<file path="config.mk">
export PLATFORM = sky130hd
export DESIGN_NAME = tcu_top
export DESIGN_NICKNAME = d
export VERILOG_FILES = /design/src/tcu_pkg.sv /design/src/tcu_edge_qual.sv /design/src/tcu_top.sv
export SDC_FILE = /design/constraint.sdc
export NUM_CORES = 1
export LEC_CHECK = 0
export ABC_CLOCK_PERIOD_IN_PS = 4400
export BUFFER_PORTS_ARGS = -buffer_cell sky130_fd_sc_hd__clkbuf_2
export CORE_MARGIN = 8
export CORE_UTILIZATION = 53
export DETAILED_ROUTE_END_ITERATION = 8
export PLACE_DENSITY = 0.85
export SLEW_MARGIN = 20
export SYNTH_ARGS = -nofsm -noshare
export SYNTH_HDL_FRONTEND = slang
export SYNTH_SLANG_ARGS = --single-unit
</file>
<file path="constraint.sdc">
create_clock -name aclk -period 4.4 [get_ports aclk]
set_clock_uncertainty 0.05 [all_clocks]
set_input_delay 0.44 -clock aclk [delete_from_list [all_inputs] [get_ports aclk]]
set_output_delay 0.44 -clock aclk [all_outputs]
set_load 0.05 [all_outputs]
</file>
<file path="src/tcu_pkg.sv">
/*
 * Shared constants of the timer capture unit: register offsets, field
 * positions, reset values, capture mode codes and bus response codes.
 * Assumes a 32-bit AXI4-Lite register bus with byte addressing.
 */
package tcu_pkg;

  // ****************************************
  // Register byte offsets
  // ****************************************
  localparam logic [7:0] OFS_CTRL    = 8'h00;  // unit_control_reg
  localparam logic [7:0] OFS_CAPTURE = 8'h04;  // capture_value_pair
  localparam logic [7:0] OFS_STATUS  = 8'h08;  // periph_flag_reg_one, read only
  localparam logic [7:0] OFS_CLEAR   = 8'h0C;  // write one to clear status
  localparam logic [7:0] OFS_ENABLE  = 8'h10;  // periph_enable_reg_one
  localparam logic [7:0] OFS_DIR     = 8'h14;  // port_c_direction
  localparam logic [7:0] OFS_DATA    = 8'h18;  // port_c_data

  // ****************************************
  // Field positions
  // ****************************************
  localparam int MODE_LSB = 0;
  localparam int MODE_MSB = 3;
  localparam int FLAG_BIT = 2;  // capture_irq_flag / capture_irq_enable
  localparam int PIN_BIT  = 2;  // capture pin within the port registers

  // ****************************************
  // Capture modes of capture_mode_select
  // ****************************************
  localparam logic [3:0] MODE_FALL    = 4'h4;
  localparam logic [3:0] MODE_RISE    = 4'h5;
  localparam logic [3:0] MODE_RISE4   = 4'h6;
  localparam logic [3:0] MODE_RISE16  = 4'h7;
  localparam logic [3:0] DIV4_LAST    = 4'h3;
  localparam logic [3:0] DIV16_LAST   = 4'hF;

  // ****************************************
  // Reset values
  // ****************************************
  localparam logic [3:0]  CTRL_RST = 4'h0;
  localparam logic        EN_RST   = 1'b0;
  localparam logic        DIR_RST  = 1'b1;  // Pin starts as input
  localparam logic        DATA_RST = 1'b0;
  localparam logic [15:0] CAP_RST  = 16'h0000;

  // ****************************************
  // Bus responses
  // ****************************************
  localparam logic [1:0] RESP_OKAY   = 2'h0;
  localparam logic [1:0] RESP_SLVERR = 2'h2;
  localparam logic [31:0] RDATA_ZERO = 32'h0000_0000;

endpackage

</file>
<file path="src/tcu_edge_qual.sv">
/*
 * Edge qualifier: synchronises the capture pin, picks pin or port latch
 * as source, detects edges and prescales rising edges per mode.
 * Assumes mode and mode_chg come from logic on the same clock.
 */
`timescale 1ns/1ps
module tcu_edge_qual (
  input  wire logic       aclk,
  input  wire logic       aresetn,
  input  wire logic       pin_in,
  input  wire logic       drive_en,
  input  wire logic       drive_level,
  input  wire logic [3:0] mode,
  input  wire logic       mode_chg,
  output logic            event_pulse
);

  typedef struct packed {
    logic       sync1;
    logic       sync2;
    logic       prev;
    logic [3:0] cnt;
    logic       evt;
  } tcu_eq_state_t;

  localparam tcu_eq_state_t EQ_RST = '{sync1: 1'b0, sync2: 1'b0, prev: 1'b0,
                                       cnt: 4'h0, evt: 1'b0};

  tcu_eq_state_t s_reg;
  tcu_eq_state_t s_next;
  logic          src;
  logic          rise;
  logic          fall;

  // ****************************************
  // Edge detection and prescaler
  // ****************************************
  // Output mode watches the port latch so a data write can capture
  assign src  = drive_en ? drive_level : s_reg.sync2;  // RQ8
  assign rise = src && !s_reg.prev;  // RQ14
  assign fall = !src && s_reg.prev;  // RQ14

  always_comb begin
    s_next       = s_reg;
    s_next.sync1 = pin_in;
    s_next.sync2 = s_reg.sync1;  // RQ14
    s_next.prev  = src;
    s_next.evt   = 1'b0;
    if (rise) begin
      s_next.cnt = s_reg.cnt + 4'h1;  // RQ14
    end
    case (mode)  // RQ3
      tcu_pkg::MODE_FALL:   s_next.evt = fall;  // RQ2
      tcu_pkg::MODE_RISE:   s_next.evt = rise;  // RQ2
      tcu_pkg::MODE_RISE4:  s_next.evt = rise && (s_reg.cnt[1:0] == tcu_pkg::DIV4_LAST[1:0]);
      tcu_pkg::MODE_RISE16: s_next.evt = rise && (s_reg.cnt == tcu_pkg::DIV16_LAST);  // RQ2
      default:              s_next.cnt = 4'h0;
    endcase
    // Restart the prescaler on a new mode; an edge in flight may still fire
    if (mode_chg) begin
      s_next.cnt = 4'h0;  // RQ11
    end
  end

  always_ff @(posedge aclk) begin
    if (!aresetn) begin
      s_reg <= EQ_RST;
    end else begin
      s_reg <= s_next;
    end
  end

  assign event_pulse = s_reg.evt;
endmodule

</file>
<file path="src/tcu_top.sv">
/*
 * Timer capture unit top: AXI4-Lite register slave, capture register,
 * sticky capture flag with interrupt gating, and capture pin driver.
 * Assumes companion_timer_count is on aclk; the pin is asynchronous.
 */
`timescale 1ns/1ps
// Behaviour
// RQ1: Event copies full 16-bit timer into capture
// RQ2: Events: fall, rise, fourth rise, sixteenth rise
// RQ3: Mode select field picks event type
// RQ4: Every capture sets the capture flag
// RQ5: Only software clears the capture flag
// RQ6: New capture overwrites unread capture value
// RQ7: Software sets pin as input for capture
// RQ8: Port write on output pin may capture
// RQ9: Software keeps timer in synchronous modes
// RQ10: Asynchronous timer mode captures are not guaranteed
// RQ11: Mode change may raise a false capture
// RQ12: Software masks and clears flag around changes
// RQ13: Flag sets regardless of interrupt enables
// RQ14: Pin synchronised; prescaler counts rising edges
module tcu_top #(
  parameter int ADDR_W = 8
) (
  input  wire logic              aclk,
  input  wire logic              aresetn,
  input  wire logic [ADDR_W-1:0] s_axi_awaddr,
  input  wire logic              s_axi_awvalid,
  output logic                   s_axi_awready,
  input  wire logic [31:0]       s_axi_wdata,
  input  wire logic [3:0]        s_axi_wstrb,
  input  wire logic              s_axi_wvalid,
  output logic                   s_axi_wready,
  output logic [1:0]             s_axi_bresp,
  output logic                   s_axi_bvalid,
  input  wire logic              s_axi_bready,
  input  wire logic [ADDR_W-1:0] s_axi_araddr,
  input  wire logic              s_axi_arvalid,
  output logic                   s_axi_arready,
  output logic [31:0]            s_axi_rdata,
  output logic [1:0]             s_axi_rresp,
  output logic                   s_axi_rvalid,
  input  wire logic              s_axi_rready,
  input  wire logic [15:0]       companion_timer_count,
  input  wire logic              capture_input_pin_i,
  output logic                   capture_input_pin_o,
  output logic                   capture_input_pin_oe,
  output logic                   irq
);

  typedef struct packed {
    logic        aw_full;
    logic [7:0]  awaddr;
    logic        awready;
    logic        w_full;
    logic [31:0] wdata;
    logic [3:0]  wstrb;
    logic        wready;
    logic        bvalid;
    logic [1:0]  bresp;
    logic        arready;
    logic        rvalid;
    logic [31:0] rdata;
    logic [1:0]  rresp;
    logic [3:0]  mode;
    logic        mode_chg;
    logic [15:0] cap;
    logic        flag;
    logic        ien;
    logic        dir;
    logic        dout;
    logic        pin_oe;
    logic        pin_out;
    logic        irq;
  } tcu_top_state_t;

  localparam tcu_top_state_t TOP_RST = '{
    aw_full: 1'b0, awaddr: 8'h00, awready: 1'b1,
    w_full: 1'b0, wdata: 32'h0000_0000, wstrb: 4'h0, wready: 1'b1,
    bvalid: 1'b0, bresp: tcu_pkg::RESP_OKAY,
    arready: 1'b1, rvalid: 1'b0, rdata: 32'h0000_0000, rresp: tcu_pkg::RESP_OKAY,
    mode: tcu_pkg::CTRL_RST, mode_chg: 1'b0, cap: tcu_pkg::CAP_RST,
    flag: 1'b0, ien: tcu_pkg::EN_RST, dir: tcu_pkg::DIR_RST,
    dout: tcu_pkg::DATA_RST, pin_oe: 1'b0, pin_out: tcu_pkg::DATA_RST, irq: 1'b0};

  tcu_top_state_t s_reg;
  tcu_top_state_t s_next;
  logic           cap_event;
  logic           clr_hit;
  logic           wr_do;

  // ****************************************
  // Edge qualifier
  // ****************************************
  tcu_edge_qual u_edge (
    .aclk        (aclk),
    .aresetn     (aresetn),
    .pin_in      (capture_input_pin_i),
    .drive_en    (s_reg.pin_oe),
    .drive_level (s_reg.pin_out),
    .mode        (s_reg.mode),
    .mode_chg    (s_reg.mode_chg),
    .event_pulse (cap_event)
  );

  // ****************************************
  // Register read mux
  // ****************************************
  function automatic logic [31:0] read_word(input tcu_top_state_t st, input logic [7:0] a);
    logic [31:0] v;
    v = tcu_pkg::RDATA_ZERO;
    if (a == tcu_pkg::OFS_CTRL) begin
      v[tcu_pkg::MODE_MSB:tcu_pkg::MODE_LSB] = st.mode;
    end else if (a == tcu_pkg::OFS_CAPTURE) begin
      v[15:0] = st.cap;
    end else if (a == tcu_pkg::OFS_STATUS) begin
      v[tcu_pkg::FLAG_BIT] = st.flag;
    end else if (a == tcu_pkg::OFS_ENABLE) begin
      v[tcu_pkg::FLAG_BIT] = st.ien;
    end else if (a == tcu_pkg::OFS_DIR) begin
      v[tcu_pkg::PIN_BIT] = st.dir;
    end else if (a == tcu_pkg::OFS_DATA) begin
      v[tcu_pkg::PIN_BIT] = st.dout;
    end
    return v;
  endfunction

  function automatic logic addr_mapped(input logic [7:0] a);
    return (a == tcu_pkg::OFS_CTRL) || (a == tcu_pkg::OFS_CAPTURE)
        || (a == tcu_pkg::OFS_STATUS) || (a == tcu_pkg::OFS_CLEAR)
        || (a == tcu_pkg::OFS_ENABLE) || (a == tcu_pkg::OFS_DIR)
        || (a == tcu_pkg::OFS_DATA);
  endfunction

  // ****************************************
  // Next state
  // ****************************************
  assign wr_do   = s_reg.aw_full && s_reg.w_full && !s_reg.bvalid;
  assign clr_hit = wr_do && (s_reg.awaddr == tcu_pkg::OFS_CLEAR) && s_reg.wstrb[0]
                   && s_reg.wdata[tcu_pkg::FLAG_BIT];

  always_comb begin
    s_next          = s_reg;
    s_next.mode_chg = 1'b0;

    // Write response retires first so a new one may start next cycle
    if (s_reg.bvalid && s_axi_bready) begin
      s_next.bvalid = 1'b0;
    end
    if (wr_do) begin
      s_next.aw_full = 1'b0;
      s_next.w_full  = 1'b0;
      s_next.bvalid  = 1'b1;
      s_next.bresp   = addr_mapped(s_reg.awaddr) ? tcu_pkg::RESP_OKAY : tcu_pkg::RESP_SLVERR;
      // All fields live in byte lane 0; other lanes are ignored
      if (s_reg.wstrb[0]) begin
        if (s_reg.awaddr == tcu_pkg::OFS_CTRL) begin
          s_next.mode     = s_reg.wdata[tcu_pkg::MODE_MSB:tcu_pkg::MODE_LSB];  // RQ3
          s_next.mode_chg = s_next.mode != s_reg.mode;  // RQ11
        end else if (s_reg.awaddr == tcu_pkg::OFS_ENABLE) begin
          s_next.ien = s_reg.wdata[tcu_pkg::FLAG_BIT];
        end else if (s_reg.awaddr == tcu_pkg::OFS_DIR) begin
          s_next.dir = s_reg.wdata[tcu_pkg::PIN_BIT];
        end else if (s_reg.awaddr == tcu_pkg::OFS_DATA) begin
          s_next.dout = s_reg.wdata[tcu_pkg::PIN_BIT];
        end
      end
    end
    if (s_axi_awvalid && s_reg.awready) begin
      s_next.aw_full = 1'b1;
      s_next.awaddr  = s_axi_awaddr[7:0];
    end
    if (s_axi_wvalid && s_reg.wready) begin
      s_next.w_full = 1'b1;
      s_next.wdata  = s_axi_wdata;
      s_next.wstrb  = s_axi_wstrb;
    end
    s_next.awready = !s_next.aw_full;
    s_next.wready  = !s_next.w_full;

    if (s_reg.rvalid && s_axi_rready) begin
      s_next.rvalid = 1'b0;
    end
    if (s_axi_arvalid && s_reg.arready) begin
      s_next.rvalid = 1'b1;
      s_next.rdata  = read_word(s_reg, s_axi_araddr[7:0]);
      s_next.rresp  = addr_mapped(s_axi_araddr[7:0]) ? tcu_pkg::RESP_OKAY
                                                      : tcu_pkg::RESP_SLVERR;
    end
    s_next.arready = !s_next.rvalid;

    // Capture: no read lock, a later event simply replaces the value.
    // Timer in asynchronous counter mode is sampled as is, not made coherent.
    if (cap_event) begin
      s_next.cap = companion_timer_count;  // RQ1 RQ6 RQ10
    end
    // Set beats clear; the enable plays no part in setting
    s_next.flag = (s_reg.flag && !clr_hit) || cap_event;  // RQ4 RQ13 RQ5

    s_next.pin_oe  = !s_next.dir;  // RQ8
    s_next.pin_out = s_next.dout;
    s_next.irq     = s_next.flag && s_next.ien;
  end

  always_ff @(posedge aclk) begin
    if (!aresetn) begin
      s_reg <= TOP_RST;
    end else begin
      s_reg <= s_next;
    end
  end

  assign s_axi_awready        = s_reg.awready;
  assign s_axi_wready         = s_reg.wready;
  assign s_axi_bvalid         = s_reg.bvalid;
  assign s_axi_bresp          = s_reg.bresp;
  assign s_axi_arready        = s_reg.arready;
  assign s_axi_rvalid         = s_reg.rvalid;
  assign s_axi_rdata          = s_reg.rdata;
  assign s_axi_rresp          = s_reg.rresp;
  assign capture_input_pin_o  = s_reg.pin_out;
  assign capture_input_pin_oe = s_reg.pin_oe;
  assign irq                  = s_reg.irq;
endmodule

</file>
==> impl_metrics.py <==
metrics = {
    "run_status": {
        "status": "completed",
    },
    "cts": {
        "cts_buffers": 9,
        "cts_hold_buffers": 0,
        "cts_root_buf": "clkbuf_8",
        "path_clk_slew_ns": 0.07,
        "numClockSinks": 73,
        "cts_tree": "built",
        "clk_latency_ns": 0.34,
        "h-tree-depth": 3,
        "cts_max_path_buffers": 2,
        "post_cts_resized": 0,
        "cts_setup_buffers": 0,
    },
    "synthesis": {
        "synth-async-reset-ratio": 0,
        "synth-compound-area-share": 0.0993,
        "yosysMostFrequentCell": "dfxtp_1",
        "synthTopCellsByCount": "73 x dfxtp_1, 40 x nor2b_1, 37 x buf_4",
        "synthMuxAreaShare": 0.0905,
        "synth_top_area_frac": 0.450,
        "synthAdderAreaFrac": 0.00385,
        "yosys.area.top_type": "dfxtp_1",
        "synth_edf_count": 0,
        "yosysWarnings": 0,
        "synth_xor_area_frac": 0.0189,
        "synth_cells": 342,
        "ys.flop_type": "dfxtp_1",
        "ys_ff_latch": 73,
        "synth_area_leaders": "dfxtp_1 45%, buf_4 8.5%, mux2i_1 8.0%",
        "netlist_area_um2": 3250,
        "syn_area_per_cell_um2": 9.50,
        "synth-seq-area-share": 0.450,
        "synth_top_family_by_area": "simple AND/OR/NAND/NOR gates",
        "synth_simple_gate_area_frac": 0.226,
        "yosys.cell_types.count": 39,
    },
    "die": {
        "ios": 120,
        "die_y_um": 94.3,
        "fp.dieW_um": 94.3,
        "core_area_um2": 5920,
        "start_util": 0.549,
        "die_area_um2": 8900,
        "placementRows": 28,
    },
    "placement": {
        "portBuffers": 70,
        "place_congestion": 0.780,
        "hpwlAfterDp_um": 4740,
    },
    "setup_path": {
        "path_max_fanout": 12,
        "r2r_slack_ns": 2.56,
        "worst_ep_required_time_ns": 4.63,
        "setup.worst_path.class": "in2reg",
        "reg2reg_depth": 4,
        "crit_arrival_ns": 2.09,
        "rr_endpoint": "capture_input_pin_o$_SDFFE_PN0P_",
        "end_kind": "register",
        "cp-start-kind": "input port",
        "reg2reg_from": "s_reg[112]$_SDFFE_PN0P_",
    },
    "global_routing": {
        "antenna_found_initial": 0,
        "grt_pass1_vias": 2308,
        "grt.total_usage": 0.144,
        "grt-ovfl-total": 0,
        "grt_pass1_wl_um": 10100,
        "grt_max_degree": 69,
    },
    "power": {
        "power.share.clock": 0.360,
        "ir_drop_mv": 0.186,
        "combinationalPowerShare": 0.104,
        "p_leak_nw": 1.40,
        "power.share.sequential": 0.536,
        "p_int_mw": 0.951,
        "swShare": 0.262,
        "power_density_nw_per_um2": 358,
        "switchingPower_mw": 0.338,
    },
    "finish": {
        "n_antenna_cell": 0,
        "fillers": 509,
        "multi_input_area_um2": 1490,
        "nets": 465,
        "largest_reg_flops": 39,
        "regArea_um2": 1460,
        "drive_gt1_frac": 0.234,
        "syn_to_final_growth_pct": 10.7,
        "final_util": 0.608,
    },
    "routing": {
        "drtIter0Drc": 84,
        "wl_um": 6450,
        "ant_nets": 0,
        "drt_pre_antenna_iters": 4,
        "viasPerCell": 5.09,
        "drc": 0,
        "vias": 2381,
        "wl_per_cell_um": 13.8,
    },
    "timing": {
        "fin_crit_ns": 1.86,
        "fin_hold_ws_ns": 0.253,
        "report.final.slew_viol_count": 0,
        "tightest_slew_ns": 1.04,
        "finalSetupTns_ns": 0,
        "timing.final.crit_share": 0.424,
        "slew_headroom": 0.303,
        "fmax_mhz": 537,
        "setup_viol": 0,
        "rsz0062_at_grt": "no",
        "hold_viol_final": 0,
    },
    "min_path": {
        "hold_class": "in2reg",
        "hold_start": "capture_input_pin_i",
        "min_to": "u_edge.s_next[6]$_SDFF_PN0_",
        "hold_depth": 2,
    },
    "flow_run": {
        "max-cap-violations": 0,
    },
}
layer usage:
layer,GRT usage,up-vias,part of all wire
li1,-,1208,-
met2,0.244,56,0.49
met5,0,-,0
met3,0.0400,13,0.069
met4,0.0885,0,0.027
met1,0.156,1104,0.41
layout by cell type (no fill, tap or decap), drive strengths merged, types with 2 or more instances in the layout:
cell type  instances
and2               6
nor2              10
nor2b             40
mux2i             26
a21boi            15
mux2               3
o21ai              8
or4                2
nor4               4
nor3               3
xnor2              7
dfxtp             73
nand3             17
conb              18
inv                7
nor4b              2
a22oi             15
clkbuf            83
clkinv             3
nand4b             2
nand2             26
a21oi              5
nand3b             3
a31oi              3
logic make-up after synthesis:
group	after synthesis
buffers and inverters	59
AO/OA/AOI/OAI	48
XOR/XNOR	7
AND/OR/NAND/NOR	124
multiplexers	29
adder cells (fa/ha/maj)	1
other	1
flip-flops	73
layout make-up:
cell class              count  share of cell area
repair buffers             70              0.0974
inverters                   7             0.00730
multi-input cells         227               0.415
clock inverters             3             0.00417
well taps                  75              0.0261
flip-flops and latches     73               0.406
clock buffers              13              0.0442
through the flow:
stage               area, µm²  power, mW  cells  worst slack (ns)
CTS                      3600       1.30    468              2.53
global route             3600       1.34    468              2.41
finish                   3600       1.29    468              2.54
global placement         3420      0.838    452              2.25
floorplan                3310      0.817    359              2.65
detailed placement       3420      0.840    452              2.16
power groups by stage:
stage               registers, mW  clock network (mW)  logic [mW]
floorplan                   0.711                   0       0.105
global placement            0.705                   0       0.133
detailed placement          0.706                   0       0.134
CTS                         0.691               0.471       0.135
global route                0.693               0.499       0.146
finish                      0.691               0.463       0.135
worst max-delay path by stage:
stage	start	to	slack, ns	cells after the start
finish	s_axi_araddr[1]	s_axi_rdata[11]$_SDFFE_PN0P_	2.54	5
global route	s_axi_araddr[1]	s_axi_rdata[11]$_SDFFE_PN0P_	2.41	5
CTS	s_axi_araddr[1]	s_axi_rdata[11]$_SDFFE_PN0P_	2.53	5
detailed placement	s_axi_araddr[1]	s_axi_rdata[11]$_SDFFE_PN0P_	2.16	5
global placement	s_axi_araddr[1]	s_axi_rdata[15]$_SDFFE_PN0P_	2.25	5
floorplan	s_axi_araddr[1]	s_axi_rdata[10]$_SDFFE_PN0P_	2.65	5
worst max-delay path, cell delays in order:
cell and delay, ns:
clkbuf_2 0.09, or4_4 0.57, nor4b_4 0.65, a22oi_1 0.17, nor2b_1 0.18
(Power assumes the default switching activity.)
